$ cat config.mk
export PLATFORM = sky130hd
export DESIGN_NAME = dtr_core
export DESIGN_NICKNAME = d
export VERILOG_FILES = /design/src/shared/dtr_pkg.sv /design/src/rtl/dtr_core.sv
export VERILOG_INCLUDE_DIRS = /design/src /design/src/shared
export SDC_FILE = /design/constraint.sdc
export NUM_CORES = 1
export LEC_CHECK = 0
export BUFFER_PORTS_ARGS = -buffer_cell sky130_fd_sc_hd__buf_2
export CAP_MARGIN = 30
export CORE_MARGIN = 1.5
export CORE_UTILIZATION = 30
export CTS_BUF_LIST = sky130_fd_sc_hd__clkbuf_4 sky130_fd_sc_hd__clkbuf_8
export DETAILED_ROUTE_END_ITERATION = 10
export GPL_TIMING_DRIVEN = 0
export PLACE_DENSITY_LB_ADDON = 0.2
export SLEW_MARGIN = 20
export SYNTH_ARGS = -nofsm -noshare
export SYNTH_HDL_FRONTEND = slang
export SYNTH_SLANG_ARGS = --single-unit
$ cat constraint.sdc
create_clock -name clk_sys -period 3.61 [get_ports clk_sys]
set_clock_uncertainty 0.1 [all_clocks]
set_input_delay 0.1805 -clock clk_sys [delete_from_list [all_inputs] [get_ports clk_sys]]
set_output_delay 0.1805 -clock clk_sys [all_outputs]
set_load 0.01 [all_outputs]
$ cat src/shared/dtr_cfg.svh
// Offsets, field positions, reset values and timing counts of the DDR2 command timing block.
// Assumes a 50 MHz system clock and a DDR2 link clock sampled as an ordinary input.
// Behaviour
// - Mode bit 12 picks active power-down exit: fast 2, slow 7 minus latency, or 1 at latency 7.
// - Device applies a termination setting within 12 ns of its mode command; here it lands two system clocks (40 ns) after the command decodes.
// - Device presents the selected calibration drive within 12 ns; here it lands two system clocks (40 ns) after the command decodes.
// - Complement strobe is used only when the strobe-enable bit selects differential.
`ifndef DTR_CFG_SVH
`define DTR_CFG_SVH

`define DTR_CLK_PERIOD_NS   20
`define DTR_MODE_UPD_NS     12
`define DTR_MODE_UPD_CYC    (((`DTR_MODE_UPD_NS / `DTR_CLK_PERIOD_NS) < 1) ? 1 : (`DTR_MODE_UPD_NS / `DTR_CLK_PERIOD_NS))
`define DTR_OCD_OUT_NS      12
`define DTR_OCD_OUT_CYC     (((`DTR_OCD_OUT_NS / `DTR_CLK_PERIOD_NS) < 1) ? 1 : (`DTR_OCD_OUT_NS / `DTR_CLK_PERIOD_NS))

`define DTR_CCD_NCK         2
`define DTR_MRD_NCK         2
`define DTR_CKE_NCK         3
`define DTR_XSRD_NCK        200
`define DTR_XP_NCK          2
`define DTR_XARD_NCK        2
`define DTR_XARDS_BASE_NCK  7

`define DTR_BA_MR           3'h0
`define DTR_BA_EMR1         3'h1
`define DTR_A_PD_EXIT       12
`define DTR_A_DS            1
`define DTR_A_RTT0          2
`define DTR_A_RTT1          6
`define DTR_A_AL_LO         3
`define DTR_A_OCD_LO        7
`define DTR_A_DQS_DIS       10
`define DTR_A_AP            10

`define DTR_OCD_DRV1        3'h1
`define DTR_OCD_DRV0        3'h2

`define DTR_RST_RTT         2'h0
`define DTR_RST_AL          3'h0
`define DTR_RST_DQS_DIFF    1'b1

`endif

$ cat src/shared/dtr_pkg.sv
// Types of the DDR2 command timing block.
// Assumes nothing beyond a SystemVerilog compiler.
package dtr_pkg;

  typedef enum logic [3:0] {
    PD_RUN    = 4'b0001,
    PD_ACTIVE = 4'b0010,
    PD_PRECH  = 4'b0100,
    PD_SELF   = 4'b1000
  } dtr_pd_t;

  typedef enum logic [1:0] {
    DRV_NORMAL = 2'h0,
    DRV_HIGH   = 2'h1,
    DRV_LOW    = 2'h2
  } dtr_drv_t;

endpackage

$ cat src/rtl/dtr_core.sv
// DDR2 device-side command timing logic: mode settings, power-down tracking, spacing checks.
// Assumes the link clock, clock enable, command and address pins arrive asynchronously.
`timescale 1ns/1ps
`include "dtr_cfg.svh"

module dtr_core #(
  parameter int ADDR_W = 14,
  parameter int WAIT_W = 8
) (
  // System
  input  wire logic                clk_sys,
  input  wire logic                resetn,
  // DDR2 link pins
  input  wire logic                ck_in,
  input  wire logic                cke_in,
  input  wire logic                cs_n_in,
  input  wire logic                ras_n_in,
  input  wire logic                cas_n_in,
  input  wire logic                we_n_in,
  input  wire logic [2:0]          ba_in,
  input  wire logic [ADDR_W-1:0]   addr_in,
  // Local control
  input  wire logic                viol_clr,
  // Mode and status
  output logic [1:0]               termination_sel,
  output logic                     drive_reduced,
  output dtr_pkg::dtr_drv_t        ocd_drive,
  output logic                     dqs_complement_en,
  output logic                     slow_powerdown_exit,
  output logic [2:0]               additive_latency,
  output dtr_pkg::dtr_pd_t         powerdown_state,
  output logic                     read_ready,
  output logic [3:0]               timing_violation
);

  if (ADDR_W < 13) begin : g_addr_chk
    $error("ADDR_W must reach the power-down exit bit");
  end
  if ((1 << WAIT_W) <= `DTR_XSRD_NCK) begin : g_wait_chk
    $error("WAIT_W too narrow for the self-refresh read wait");
  end

  localparam int UPD_CYC = `DTR_MODE_UPD_CYC;

  typedef struct packed {
    logic                ck_s1, ck_s2, ck_s3;
    logic                cke_s1, cke_s2;
    logic [3:0]          cmd_s1, cmd_s2;
    logic [2:0]          ba_s1, ba_s2;
    logic [ADDR_W-1:0]   a_s1, a_s2;
    logic                cke_prev;
    dtr_pkg::dtr_pd_t    pd;
    logic [7:0]          bank_open;
    logic [WAIT_W-1:0]   read_wait;
    logic                rdy;
    logic [1:0]          gap_col, gap_mrs, gap_cke;
    logic                slow_exit;
    logic [2:0]          al;
    logic [1:0]          rtt;
    logic                ds;
    logic                dqs_diff;
    dtr_pkg::dtr_drv_t   off_chip_drive_calibration;
    logic [1:0]          p_rtt;
    logic                p_ds;
    logic                p_dqs;
    dtr_pkg::dtr_drv_t   p_ocd;
    logic [2:0]          p_al;
    logic [1:0]          upd_cnt;
    logic [3:0]          viol;
  } dtr_state_t;

  dtr_state_t s_r, s_nxt;

  // Command code is {cs_n, ras_n, cas_n, we_n}.
  function automatic logic is_cmd(input logic [3:0] c, input logic [2:0] rcw);
    return (c[3] == 1'b0) && (c[2:0] == rcw);
  endfunction

  function automatic logic [1:0] sat_inc(input logic [1:0] g);
    return (g == 2'h3) ? g : g + 2'h1;
  endfunction

  logic ck_edge, cmd_ok, cmd_rd, cmd_wr, cmd_act, cmd_pre, cmd_ref, cmd_mode, extended_mode_register_set_cmd_hit, mrs_hit;
  logic upd_apply, apd_exit;
  logic [2:0] ocd_field;

  assign ck_edge   = s_r.ck_s2 & ~s_r.ck_s3;
  assign cmd_ok    = ck_edge & s_r.cke_prev & s_r.cke_s2;
  assign cmd_rd    = cmd_ok & is_cmd(s_r.cmd_s2, 3'h5);
  assign cmd_wr    = cmd_ok & is_cmd(s_r.cmd_s2, 3'h4);
  assign cmd_act   = cmd_ok & is_cmd(s_r.cmd_s2, 3'h3);
  assign cmd_pre   = cmd_ok & is_cmd(s_r.cmd_s2, 3'h2);
  assign cmd_ref   = is_cmd(s_r.cmd_s2, 3'h1);
  assign cmd_mode  = cmd_ok & is_cmd(s_r.cmd_s2, 3'h0);
  assign mrs_hit   = cmd_mode & (s_r.ba_s2 == `DTR_BA_MR);
  assign extended_mode_register_set_cmd_hit  = cmd_mode & (s_r.ba_s2 == `DTR_BA_EMR1);
  assign upd_apply = (s_r.upd_cnt == 2'h1);
  assign apd_exit  = ck_edge & ~s_r.cke_prev & s_r.cke_s2 & (s_r.pd == dtr_pkg::PD_ACTIVE);
  assign ocd_field = s_r.a_s2[`DTR_A_OCD_LO +: 3];

  always_comb begin
    logic [1:0]        g;
    logic [WAIT_W-1:0] w;
    logic [WAIT_W-1:0] slow_w;
    s_nxt  = s_r;
    g      = 2'h0;
    w      = '0;
    slow_w = (s_r.al >= 3'h7) ? WAIT_W'(1) : WAIT_W'(`DTR_XARDS_BASE_NCK) - WAIT_W'(s_r.al);
    // Pins and the link clock pass two flops before any decode looks at them.
    s_nxt.ck_s1  = ck_in;
    s_nxt.ck_s2  = s_r.ck_s1;
    s_nxt.ck_s3  = s_r.ck_s2;
    s_nxt.cke_s1 = cke_in;
    s_nxt.cke_s2 = s_r.cke_s1;
    s_nxt.cmd_s1 = {cs_n_in, ras_n_in, cas_n_in, we_n_in};
    s_nxt.cmd_s2 = s_r.cmd_s1;
    s_nxt.ba_s1  = ba_in;
    s_nxt.ba_s2  = s_r.ba_s1;
    s_nxt.a_s1   = addr_in;
    s_nxt.a_s2   = s_r.a_s1;
    if (viol_clr) begin
      s_nxt.viol = 4'h0;
    end
    if (ck_edge) begin
      s_nxt.cke_prev = s_r.cke_s2;
      g = sat_inc(s_r.gap_col);
      if ((cmd_rd | cmd_wr) && (g < 2'(`DTR_CCD_NCK))) begin
        s_nxt.viol[0] = 1'b1;
      end
      s_nxt.gap_col = (cmd_rd | cmd_wr) ? 2'h0 : g;
      g = sat_inc(s_r.gap_mrs);
      if (cmd_ok && !is_cmd(s_r.cmd_s2, 3'h7) && (g < 2'(`DTR_MRD_NCK))) begin
        s_nxt.viol[1] = 1'b1;
      end
      s_nxt.gap_mrs = cmd_mode ? 2'h0 : g;
      g = sat_inc(s_r.gap_cke);
      if (s_r.cke_s2 != s_r.cke_prev) begin
        if (g < 2'(`DTR_CKE_NCK)) begin
          s_nxt.viol[2] = 1'b1;
        end
        s_nxt.gap_cke = 2'h0;
      end else begin
        s_nxt.gap_cke = g;
      end
      w = (s_r.read_wait != '0) ? s_r.read_wait - WAIT_W'(1) : '0;
      if (cmd_rd && (w != '0)) begin
        s_nxt.viol[3] = 1'b1;
      end
      s_nxt.read_wait = w;
      if (cmd_act) begin
        s_nxt.bank_open[s_r.ba_s2] = 1'b1;
      end
      if (cmd_pre) begin
        if (s_r.a_s2[`DTR_A_AP]) begin
          s_nxt.bank_open = 8'h00;
        end else begin
          s_nxt.bank_open[s_r.ba_s2] = 1'b0;
        end
      end
      case (s_r.pd)
        dtr_pkg::PD_RUN: begin
          if (s_r.cke_prev && !s_r.cke_s2) begin
            if (cmd_ref) begin
              s_nxt.pd = dtr_pkg::PD_SELF;
            end else if (s_r.bank_open != 8'h00) begin
              s_nxt.pd = dtr_pkg::PD_ACTIVE;
            end else begin
              s_nxt.pd = dtr_pkg::PD_PRECH;
            end
          end
        end
        dtr_pkg::PD_ACTIVE: begin
          if (s_r.cke_s2) begin
            s_nxt.pd        = dtr_pkg::PD_RUN;
            s_nxt.read_wait = s_r.slow_exit ? slow_w : WAIT_W'(`DTR_XARD_NCK);
          end
        end
        dtr_pkg::PD_PRECH: begin
          if (s_r.cke_s2) begin
            s_nxt.pd        = dtr_pkg::PD_RUN;
            s_nxt.read_wait = WAIT_W'(`DTR_XP_NCK);
          end
        end
        dtr_pkg::PD_SELF: begin
          if (s_r.cke_s2) begin
            s_nxt.pd        = dtr_pkg::PD_RUN;
            s_nxt.read_wait = WAIT_W'(`DTR_XSRD_NCK);
          end
        end
        default: begin
          s_nxt.pd = dtr_pkg::PD_RUN;
        end
      endcase
    end
    if (mrs_hit) begin
      s_nxt.slow_exit = s_r.a_s2[`DTR_A_PD_EXIT];
    end
    // Extended settings wait in a pending copy so that they all land on one edge.
    if (s_r.upd_cnt != 2'h0) begin
      s_nxt.upd_cnt = s_r.upd_cnt - 2'h1;
    end
    if (upd_apply) begin
      s_nxt.rtt      = s_r.p_rtt;
      s_nxt.ds       = s_r.p_ds;
      s_nxt.dqs_diff = s_r.p_dqs;
      s_nxt.off_chip_drive_calibration      = s_r.p_ocd;
      s_nxt.al       = s_r.p_al;
    end
    if (extended_mode_register_set_cmd_hit) begin
      s_nxt.p_rtt   = {s_r.a_s2[`DTR_A_RTT1], s_r.a_s2[`DTR_A_RTT0]};
      s_nxt.p_ds    = s_r.a_s2[`DTR_A_DS];
      s_nxt.p_dqs   = ~s_r.a_s2[`DTR_A_DQS_DIS];
      s_nxt.p_al    = s_r.a_s2[`DTR_A_AL_LO +: 3];
      s_nxt.upd_cnt = 2'(UPD_CYC);
      case (ocd_field)
        `DTR_OCD_DRV1: s_nxt.p_ocd = dtr_pkg::DRV_HIGH;
        `DTR_OCD_DRV0: s_nxt.p_ocd = dtr_pkg::DRV_LOW;
        default:       s_nxt.p_ocd = dtr_pkg::DRV_NORMAL;
      endcase
    end
    s_nxt.rdy = (s_nxt.read_wait == '0);
  end

  always_ff @(posedge clk_sys) begin
    if (!resetn) begin
      s_r           <= '0;
      s_r.pd        <= dtr_pkg::PD_RUN;
      s_r.rdy       <= 1'b1;
      s_r.gap_col   <= 2'h3;
      s_r.gap_mrs   <= 2'h3;
      s_r.gap_cke   <= 2'h3;
      s_r.rtt       <= `DTR_RST_RTT;
      s_r.p_rtt     <= `DTR_RST_RTT;
      s_r.al        <= `DTR_RST_AL;
      s_r.p_al      <= `DTR_RST_AL;
      s_r.dqs_diff  <= `DTR_RST_DQS_DIFF;
      s_r.p_dqs     <= `DTR_RST_DQS_DIFF;
      s_r.off_chip_drive_calibration       <= dtr_pkg::DRV_NORMAL;
      s_r.p_ocd     <= dtr_pkg::DRV_NORMAL;
    end else begin
      s_r <= s_nxt;
    end
  end

  assign termination_sel     = s_r.rtt;
  assign drive_reduced       = s_r.ds;
  assign ocd_drive           = s_r.off_chip_drive_calibration;
  assign dqs_complement_en   = s_r.dqs_diff;
  assign slow_powerdown_exit = s_r.slow_exit;
  assign additive_latency    = s_r.al;
  assign powerdown_state     = s_r.pd;
  assign read_ready          = s_r.rdy;
  assign timing_violation    = s_r.viol;
endmodule

# After elaboration in Yosys (flattened, before gate mapping)
# Index checks and enable logic that the tools add are counted.
dict set report totals {
  memories 0
  word_cells 144
  mem_bits_ro 0
  input_bits 26
  mem_bits_rw 0
  ff_bits 98
  output_inout_bits 19
  latchBits 0
}
dict set report classes {
  n_addsub 6
  div_mod_pow 0
  n_mux 35
  n_lt_le_gt_ge 6
  reduce_logical 26
  shift 0
  n_eq_ne 20
  bitwise_logic 18
  multipliers 0
}
# op n
set op_table {}
lappend op_table {{$mux W8} 11}
lappend op_table {{$pmux W8 S3} 1}
lappend op_table {{$reduce_bool A8 Y1} 3}
lappend op_table {{$mux W4} 5}
lappend op_table {{$logic_and A1 B1 Y1} 13}
lappend op_table {{$mux W2} 6}
lappend op_table {{$and A1 B1 Y1} 10}
lappend op_table {{$eq A3 B1 Y1 const B} 3}
lappend op_table {{$eq A3 B2 Y1 const B} 3}
lappend op_table {{$eq A3 B3 Y1 const B} 3}
lappend op_table {{$and A8 B8 Y8} 1}
lappend op_table {{$logic_not A8 Y1} 1}
lappend op_table {{$mux W1} 8}
lappend op_table {{$not A8 Y8} 1}
lappend op_table {{$or A8 B8 Y8} 1}
lappend op_table {{$pmux W4 S2} 1}
lappend op_table {{$sub A8 B1 Y8 const B} 1}
lappend op_table {{$add A2 B1 Y2 const B} 3}
lappend op_table {{$eq A2 B2 Y1 const B} 3}
lappend op_table {{$logic_not A3 Y1} 2}
lappend op_table {{$lt A2 B2 Y1 const B} 3}
lappend op_table {{$eq A4 B1 Y1 const B} 1}
lappend op_table {{$eq A4 B2 Y1 const B} 1}
lappend op_table {{$eq A4 B3 Y1 const B} 1}
lappend op_table {{20 further kinds} 25}

# Longest topological paths before layout
# Gate-level depths: netlist (run 1).
dict set report logic_depth {
  ltp_word 10
  mapped_depth 8
  depth_no_buf 8
}

# Worst setup path after synthesis (run 1)
# Ideal clock, no wire load.
dict set report synth_path {
  path_kind {flip-flop to flip-flop}
  from {reg s_r, in the netlist powerdown_state[3]}
  to {reg s_r, in the netlist read_ready}
  period_less_slack_ns 1.714
  arrival_time_ns 1.527
  t_required_ns 3.423
  setup_ns 0.087
  path_slack_ns 1.896
  path_stages_with_launch 8
  n_path_buf 1
  path_cell_list {dfxtp_1 -> clkbuf_2 -> nor3b_1 -> and2_4 -> o21ai_1 -> a221oi_2 -> nand4_1 -> o31ai_1}
}
dict set report synth_via {
  elab_chain_cells 4
  word_cells_on_any_way 6
  cone_classes {eq/ne (3); mux (2); reduce/logical (1)}
}
# element line
set synth_rtl {}
lappend synth_rtl {{start, declared} dtr_core.sv:72} ;# dtr_state_t s_r, s_nxt;
lappend synth_rtl {{start signal, assigned} dtr_core.sv:241} ;# s_r <= s_nxt;
lappend synth_rtl {{$eq A4 B4 Y1 (tied with other cells)} dtr_core.sv:160} ;# case (s_r.pd)
lappend synth_rtl {{$pmux W8 S3 (*)} dtr_core.sv:160}
lappend synth_rtl {{$mux W8 (*)} dtr_core.sv:124} ;# if (ck_edge) begin
lappend synth_rtl {{$logic_not A8 Y1 (*)} dtr_core.sv:221} ;# s_nxt.rdy = (s_nxt.read_wait == '0);
# Every way passes the cells marked *; elsewhere a longest branch is shown, timed or not.
# A chain may end at the register's enable or synchronous reset.

# Worst setup path after layout (run 1)
# Ends and elaborated chain as after synthesis.

==> results of run 1 <==
power groups by stage:
stage	Sequential (mW)	Combinational, mW	Clock [mW]
5_1_grt	1.10	0.258	0.741
6_report	1.09	0.230	0.668
3_5_place_dp	1.12	0.214	0
4_1_cts	1.09	0.231	0.696
3_3_place_gp	1.12	0.210	0
2_1_floorplan	1.11	0.157	0
area by class of cell:
type / instances / share of cell area (%)
Sequential cell: 94 / 40.9
Tap cell: 168 / 4.57
Timing Repair Buffer: 61 / 8.80
Buffer: 35 / 4.18
Inverter: 12 / 0.978
Clock inverter: 6 / 1.14
Clock buffer: 10 / 2.99
Multi-Input combinational cell: 286 / 36.5
flip-flops by register name (all words and copies together) (netlist names):
name / flops
termination_sel: 2
drive_reduced: 1
s_nxt: 21
timing_violation: 4
dqs_complement_en: 1
ocd_field: 3
powerdown_state: 4
s_r: 51
additive_latency: 3
slow_powerdown_exit: 1
ocd_drive: 2
read_ready: 1
placed cells by master (no fill, tap or decap), types with 12 or more instances in the layout:
cell type and count:
nand2_1 34, a21oi_1 29, and2_1 44, dlygate4sd3_1 20, buf_2 44, clkbuf_1 15, nand3_1 12, nor2_1 41
buf_4 15, o21ai_0 27, dfxtp_1 94
timing repair:
item / 4_1_cts / 5_1_grt
hold buffers: 20 / 0
buffers inserted: 0 / 0
endpoints found under the hold margin: 20 / 0
metrics by stage:
| step | power, mW | worst slack [ps] | std cells | utilization [%] |
|---|---|---|---|---|
| 3_5_place_dp | 1.33 | 1550 | 636 | 34.7 |
| 4_1_cts | 2.02 | 1540 | 672 | 37.9 |
| 3_3_place_gp | 1.33 | 1550 | 636 | 34.7 |
| 2_1_floorplan | 1.27 | 1900 | 427 | - |
| 5_1_grt | 2.10 | 1330 | 672 | 37.9 |
| 6_report | 1.99 | 1540 | 672 | 37.9 |
critical path, stage by stage, from the launching register on:
cell      delay, ps
dfxtp_1         330
clkbuf_2        160
nor3b_1         350
and2_4          240
o21ai_1          80
a221oi_2        320
nand4_1         160
o31ai_1         250
metal layers:
layer / GRT usage (%) / vias up
met3: 3.40 / 18
met5: 0 / -
met2: 22.2 / 72
met1: 18.0 / 1445
met4: 6.67 / 0
li1: - / 1590
cell families after synthesis:
family | share of synthesized area, %
adders and majority gates | 1.65
muxes | 2.93
xor gates and xnor gates | 1.12
and+or+nand+nor | 24.3
buffers and inverters | 6.26
DFF | 49.5
AOI/OAI and AO/OA | 14.2
final timing paths:
kind | slack [ps] | start | endpoint | cells after the start
hold reg to reg | 340 | s_nxt[98] | s_nxt[97] | 1
hold / removal | 30 | viol_clr | timing_violation[3] | 3
setup reg to reg | 1540 | powerdown_state[3] | read_ready | 7
setup / recovery | 1540 | powerdown_state[3] | read_ready | 7
==> flow_summary.toml, run 1 <==
[hold_path]
hp-class = "primary input to register"

[pwr]
peakVddDrop_v = 0.000160
intPower_mw = 1.46
seqPwrFrac_pct = 54.9
switching_share_pct = 26.8
comb_power_share_pct = 11.6
switching_power_mw = 0.533
total_leakage_power_nw = 1.84
clkPwrFrac_pct = 33.5
p_per_area_nw_per_um2 = 432

[global_route]
grt.total_usage_pct = 14.0
grt_pass1_wl_mm = 14.4
antenna_found_initial = 0
grt_overflow = 0
grt_pass1_vias = 3013
grt_max_degree = 18

[floorplanning]
rows = 40
coreArea_sq_um = 12200
start_util_pct = 31.2
die_area_sq_um = 13300
ios = 45
die_h_um = 116
die_w_um = 116

[clock_network]
clock-sinks = 94
clk_latency_ps = 360
cts.clk_slew.worst_paths_ps = 100
numCtsBuffers = 9
h-tree-depth = 3
cts_tree = "done"
cts_resized = 0
root_buffer = "clkbuf_8"
clockBufferDepth = 2

[sta]
slew_headroom_pct = 56.2
finalCritPeriodShare_pct = 57.5
setup_tns_ps = 0
final-max-slew-violation-count = 0
rsz0062_at_grt = "no"
setup-violations-final = 0
period_needed_ps = 2070
holdWs_ps = 29.4
hold_viol_final = 0
tightest_slew_ps = 658
fmax_ghz = 0.482

[routing]
highest_layer = "met4"
via_count = 3125
drt-wirelength-per-cell_um = 13.0
drt_iter0_markers = 191
wl_mm = 8.72
dr.pass1.iters = 7
drc = 0
viasPerCell = 4.65
wl_met2_mm = 3.93
final_antenna_net_count = 0
wl_met1_mm = 4.19
wl_met3_um = 369

[cells_and_area]
area_delta_synth_final_pct = 21.2
nFillCells = 1268
drive_gt1_share_pct = 17.1
nets = 530
multi_input_area_sq_um = 1680
regArea_sq_um = 1880
fin_area_sq_um = 4600
num_antenna_cells = 0

[synth]
synth_nets = 458
synthTopCellsByArea = "dfxtp_1 50%, and2_1 7.2%, nor2_1 4.1%"
synth_edf_count = 0
synth_area_sq_um = 3800
synth_top_area_share_pct = 49.5
ys_types = 55
yosysMostFrequentCell = "dfxtp_1"
synth-seq-cells = 94
synthFlopType = "dfxtp_1"
ys_seq_area_share_pct = 49.5
yosysWarnings = 0
postSynthAreaPerCell_sq_um = 8.90
synth_commonest_cells = "94 x dfxtp_1, 44 x and2_1, 41 x nor2_1"
synth_top_cell_by_area = "dfxtp_1"
ys_async_sr_fraction_pct = 0
syn_inst = 427

[flow_run]
maxCapViolations = 0

[setup_path]
cp.arrival_ps = 2250
cp_max_fo = 9
critPathCaptureType = "register"
path_class = "register to register"
critPathLaunchType = "register"
required_ps = 3790

[outcome]
outcome = "finished, final reports clean"

[placed_design]
placed_cell_area_sq_um = 4210
dp_hpwl_mm = 6.27
gp_congestion = 0.857
io_buffers = 41
(Power assumes the default switching activity.)
==> inputs of run 2 (changes only) <==
clock period = 1.7 ns   (was 3.61 ns; I/O delays follow)
==> run 2 against run 1 <==
  * The flow now finishes with violations (negative setup slack)
  * Sequential power increased by 110%
  * Wire length increased by 2.5%
  * Sequential share of layout area decreased by 2.0 points
  * Combinational power increased by 130%
  * Sequential cell count unchanged
  * Clock power increased by 120%
  * Register-to-register slack got worse by 1800 ps
  * Die area unchanged
  * Setup slack got worse by 1800 ps
  * First-iteration DRC count decreased by 32%
  * Non-clock buffer count increased by 13
  * Worst hold slack improved by 300 ps
  * Highest routed layer unchanged
==> flow_summary.toml, run 2 (synthesis results as in run 1) <==
[placed_design]
dp_hpwl_mm = 6.21
gp_congestion = 0.854
dp.cells = 636
io_buffers = 41

[pwr]
clkPwrFrac_pct = 34.1
p_per_area_nw_per_um2 = 881
switching_share_pct = 28.1
switching_power_mw = 1.22
total_leakage_power_nw = 1.99
intPower_mw = 3.12
comb_power_share_pct = 12.4
seqPwrFrac_pct = 53.4
peakVddDrop_v = 0.000631

[sta]
slew_headroom_pct = 55.2
hold_viol_final = 0
final-max-slew-violation-count = 0
fmax_ghz = 0.519
setup-violations-final = 6
finalCritPeriodShare_pct = 113
holdWs_ps = 331
tightest_slew_ps = 671
rsz0062_at_grt = "yes"
period_needed_ps = 1930
setup_slack_ps = -228

[cells_and_area]
num_antenna_cells = 0
fin_cells = 685
nets = 543
drive_gt1_share_pct = 26.7
largest_register_ff_count = 51
area_delta_synth_final_pct = 29.6
final_common_cell = "dfxtp_1"
final_cell_mix = "82 x dfxtp_1, 44 x buf_2, 44 x and2_1, 40 x nor2_1, 32 x nand2_1"
regMostFlops = "s_r"

[setup_path]
critPathCaptureType = "register"
reg2reg_depth = 6
required_ps = 1900
cp.arrival_ps = 2130
slowest_delay_ps = 370
crit_buf_inv = 0
cp_slowest_cell = "dfxtp_4"
cp_max_fo = 5
critPathLaunchType = "register"
crit_path_cell_trace = "nor4_4, and3_4, nor3_2, a221oi_2, nand4_1, o31ai_2"
crit_cells = 6
path_class = "register to register"
crit_family = "simple AND/OR/NAND/NOR gates"

[floorplanning]
die_w_um = 116
die_area_sq_um = 13300
coreArea_sq_um = 12200
ios = 45
die_h_um = 116
start_util_pct = 31.2
rows = 40

[routing]
via_count = 3133
drc = 0
final_antenna_net_count = 0
wl_mm = 8.94
drt-wirelength-per-cell_um = 13.0
drt_iter0_markers = 129
dr.pass1.iters = 4
viasPerCell = 4.57

[global_route]
grt_overflow = 0
grt_max_degree = 20
grt_pass1_wl_mm = 14.5
grt_pass1_vias = 3018
grt.total_usage_pct = 14.1
antenna_found_initial = 0

[hold_path]
whs_path_depth = 3
hp-class = "primary input to register"

[flow_run]
maxCapViolations = 0

[clock_network]
h-tree-depth = 3
cts_tree = "done"
cts.clk_slew.worst_paths_ps = 100
clock-sinks = 94
clockBufferDepth = 2
numCtsBuffers = 9
clk_latency_ps = 380
root_buffer = "clkbuf_8"

[outcome]
violations = "negative setup slack"
outcome = "finished, violations left"
run 2: changes by cell type in the layout (fill, tap and decap cells not counted), moves of 4 or more:
cell	change
dfxtp_4	+6
dfxtp_2	+6
o21ai_0	-6
o21ai_2	+4
inv_8	+4
buf_4	+13
clkbuf_1	-5
dfxtp_1	-12
run 2: worst paths after layout:
path	start	to	slack, ps
hold reg to reg	s_nxt[65]	s_r[65]	340
setup reg to reg	s_r[36]	read_ready	-230
hold / removal	addr_in[3]	s_nxt[56]	330
setup / recovery	s_r[36]	read_ready	-230
run 2: stage by stage:
step           TNS (ps)  cell area [sq um]  utilization (%)  worst slack (ps)  power [mW]
6_report           -496               4920             40.5              -228        4.34
5_1_grt           -1330               4920             40.5              -358        4.55
4_1_cts            -361               4790             39.4              -192        4.39
3_5_place_dp      -3120               4220             34.7              -291        2.83
3_3_place_gp      -2730               4220             34.7              -321        2.82
2_1_floorplan         0               3800                -              18.9        2.70
run 2: worst reg2reg max path, stage by stage (launching register included):
cell	delay [ps]
dfxtp_4	370
nor4_4	350
and3_4	280
nor3_2	50
a221oi_2	240
nand4_1	200
o31ai_2	270
run 2: area by class of cell:
type                            instances  area [sq um]
Fill cell                            1281          7240
Sequential cell                        94          1910
Multi-Input combinational cell        286          1840
Timing Repair Buffer                   76           523
Tap cell                              168           210
Buffer                                 33           198
Clock buffer                            9           124
Clock inverter                          7          72.6
Inverter                               12          45.0
run 2: per-layer routing:
| metal | up-vias | part of all wire (%) | track usage [%] |
|---|---|---|---|
| li1 | 1616 | - | - |
| met1 | 1432 | 46 | 17.5 |
| met2 | 70 | 47 | 23.2 |
| met3 | 15 | 4.6 | 4.18 |
| met4 | 0 | 2.4 | 5.68 |
| met5 | - | 0 | 0 |
run 2: power by group through the flow:
stage                     combinational, mW  sequential (mW)  clock, mW
final                                 0.539             2.32       1.48
after global routing                  0.603             2.33       1.62
after CTS                             0.517             2.32       1.55
after detailed placement              0.452             2.37          0
after global placement                0.446             2.37          0
after floorplan                       0.334             2.36          0
run 2: repair_timing:
item                                   in CTS  in global routing
buffers inserted                            8                  5
pin swaps                                  11                 10
hold buffers                               22                  0
gates resized for setup                    31                 34
endpoints found under the hold margin      26                  0
setup endpoints to repair                  32                 36
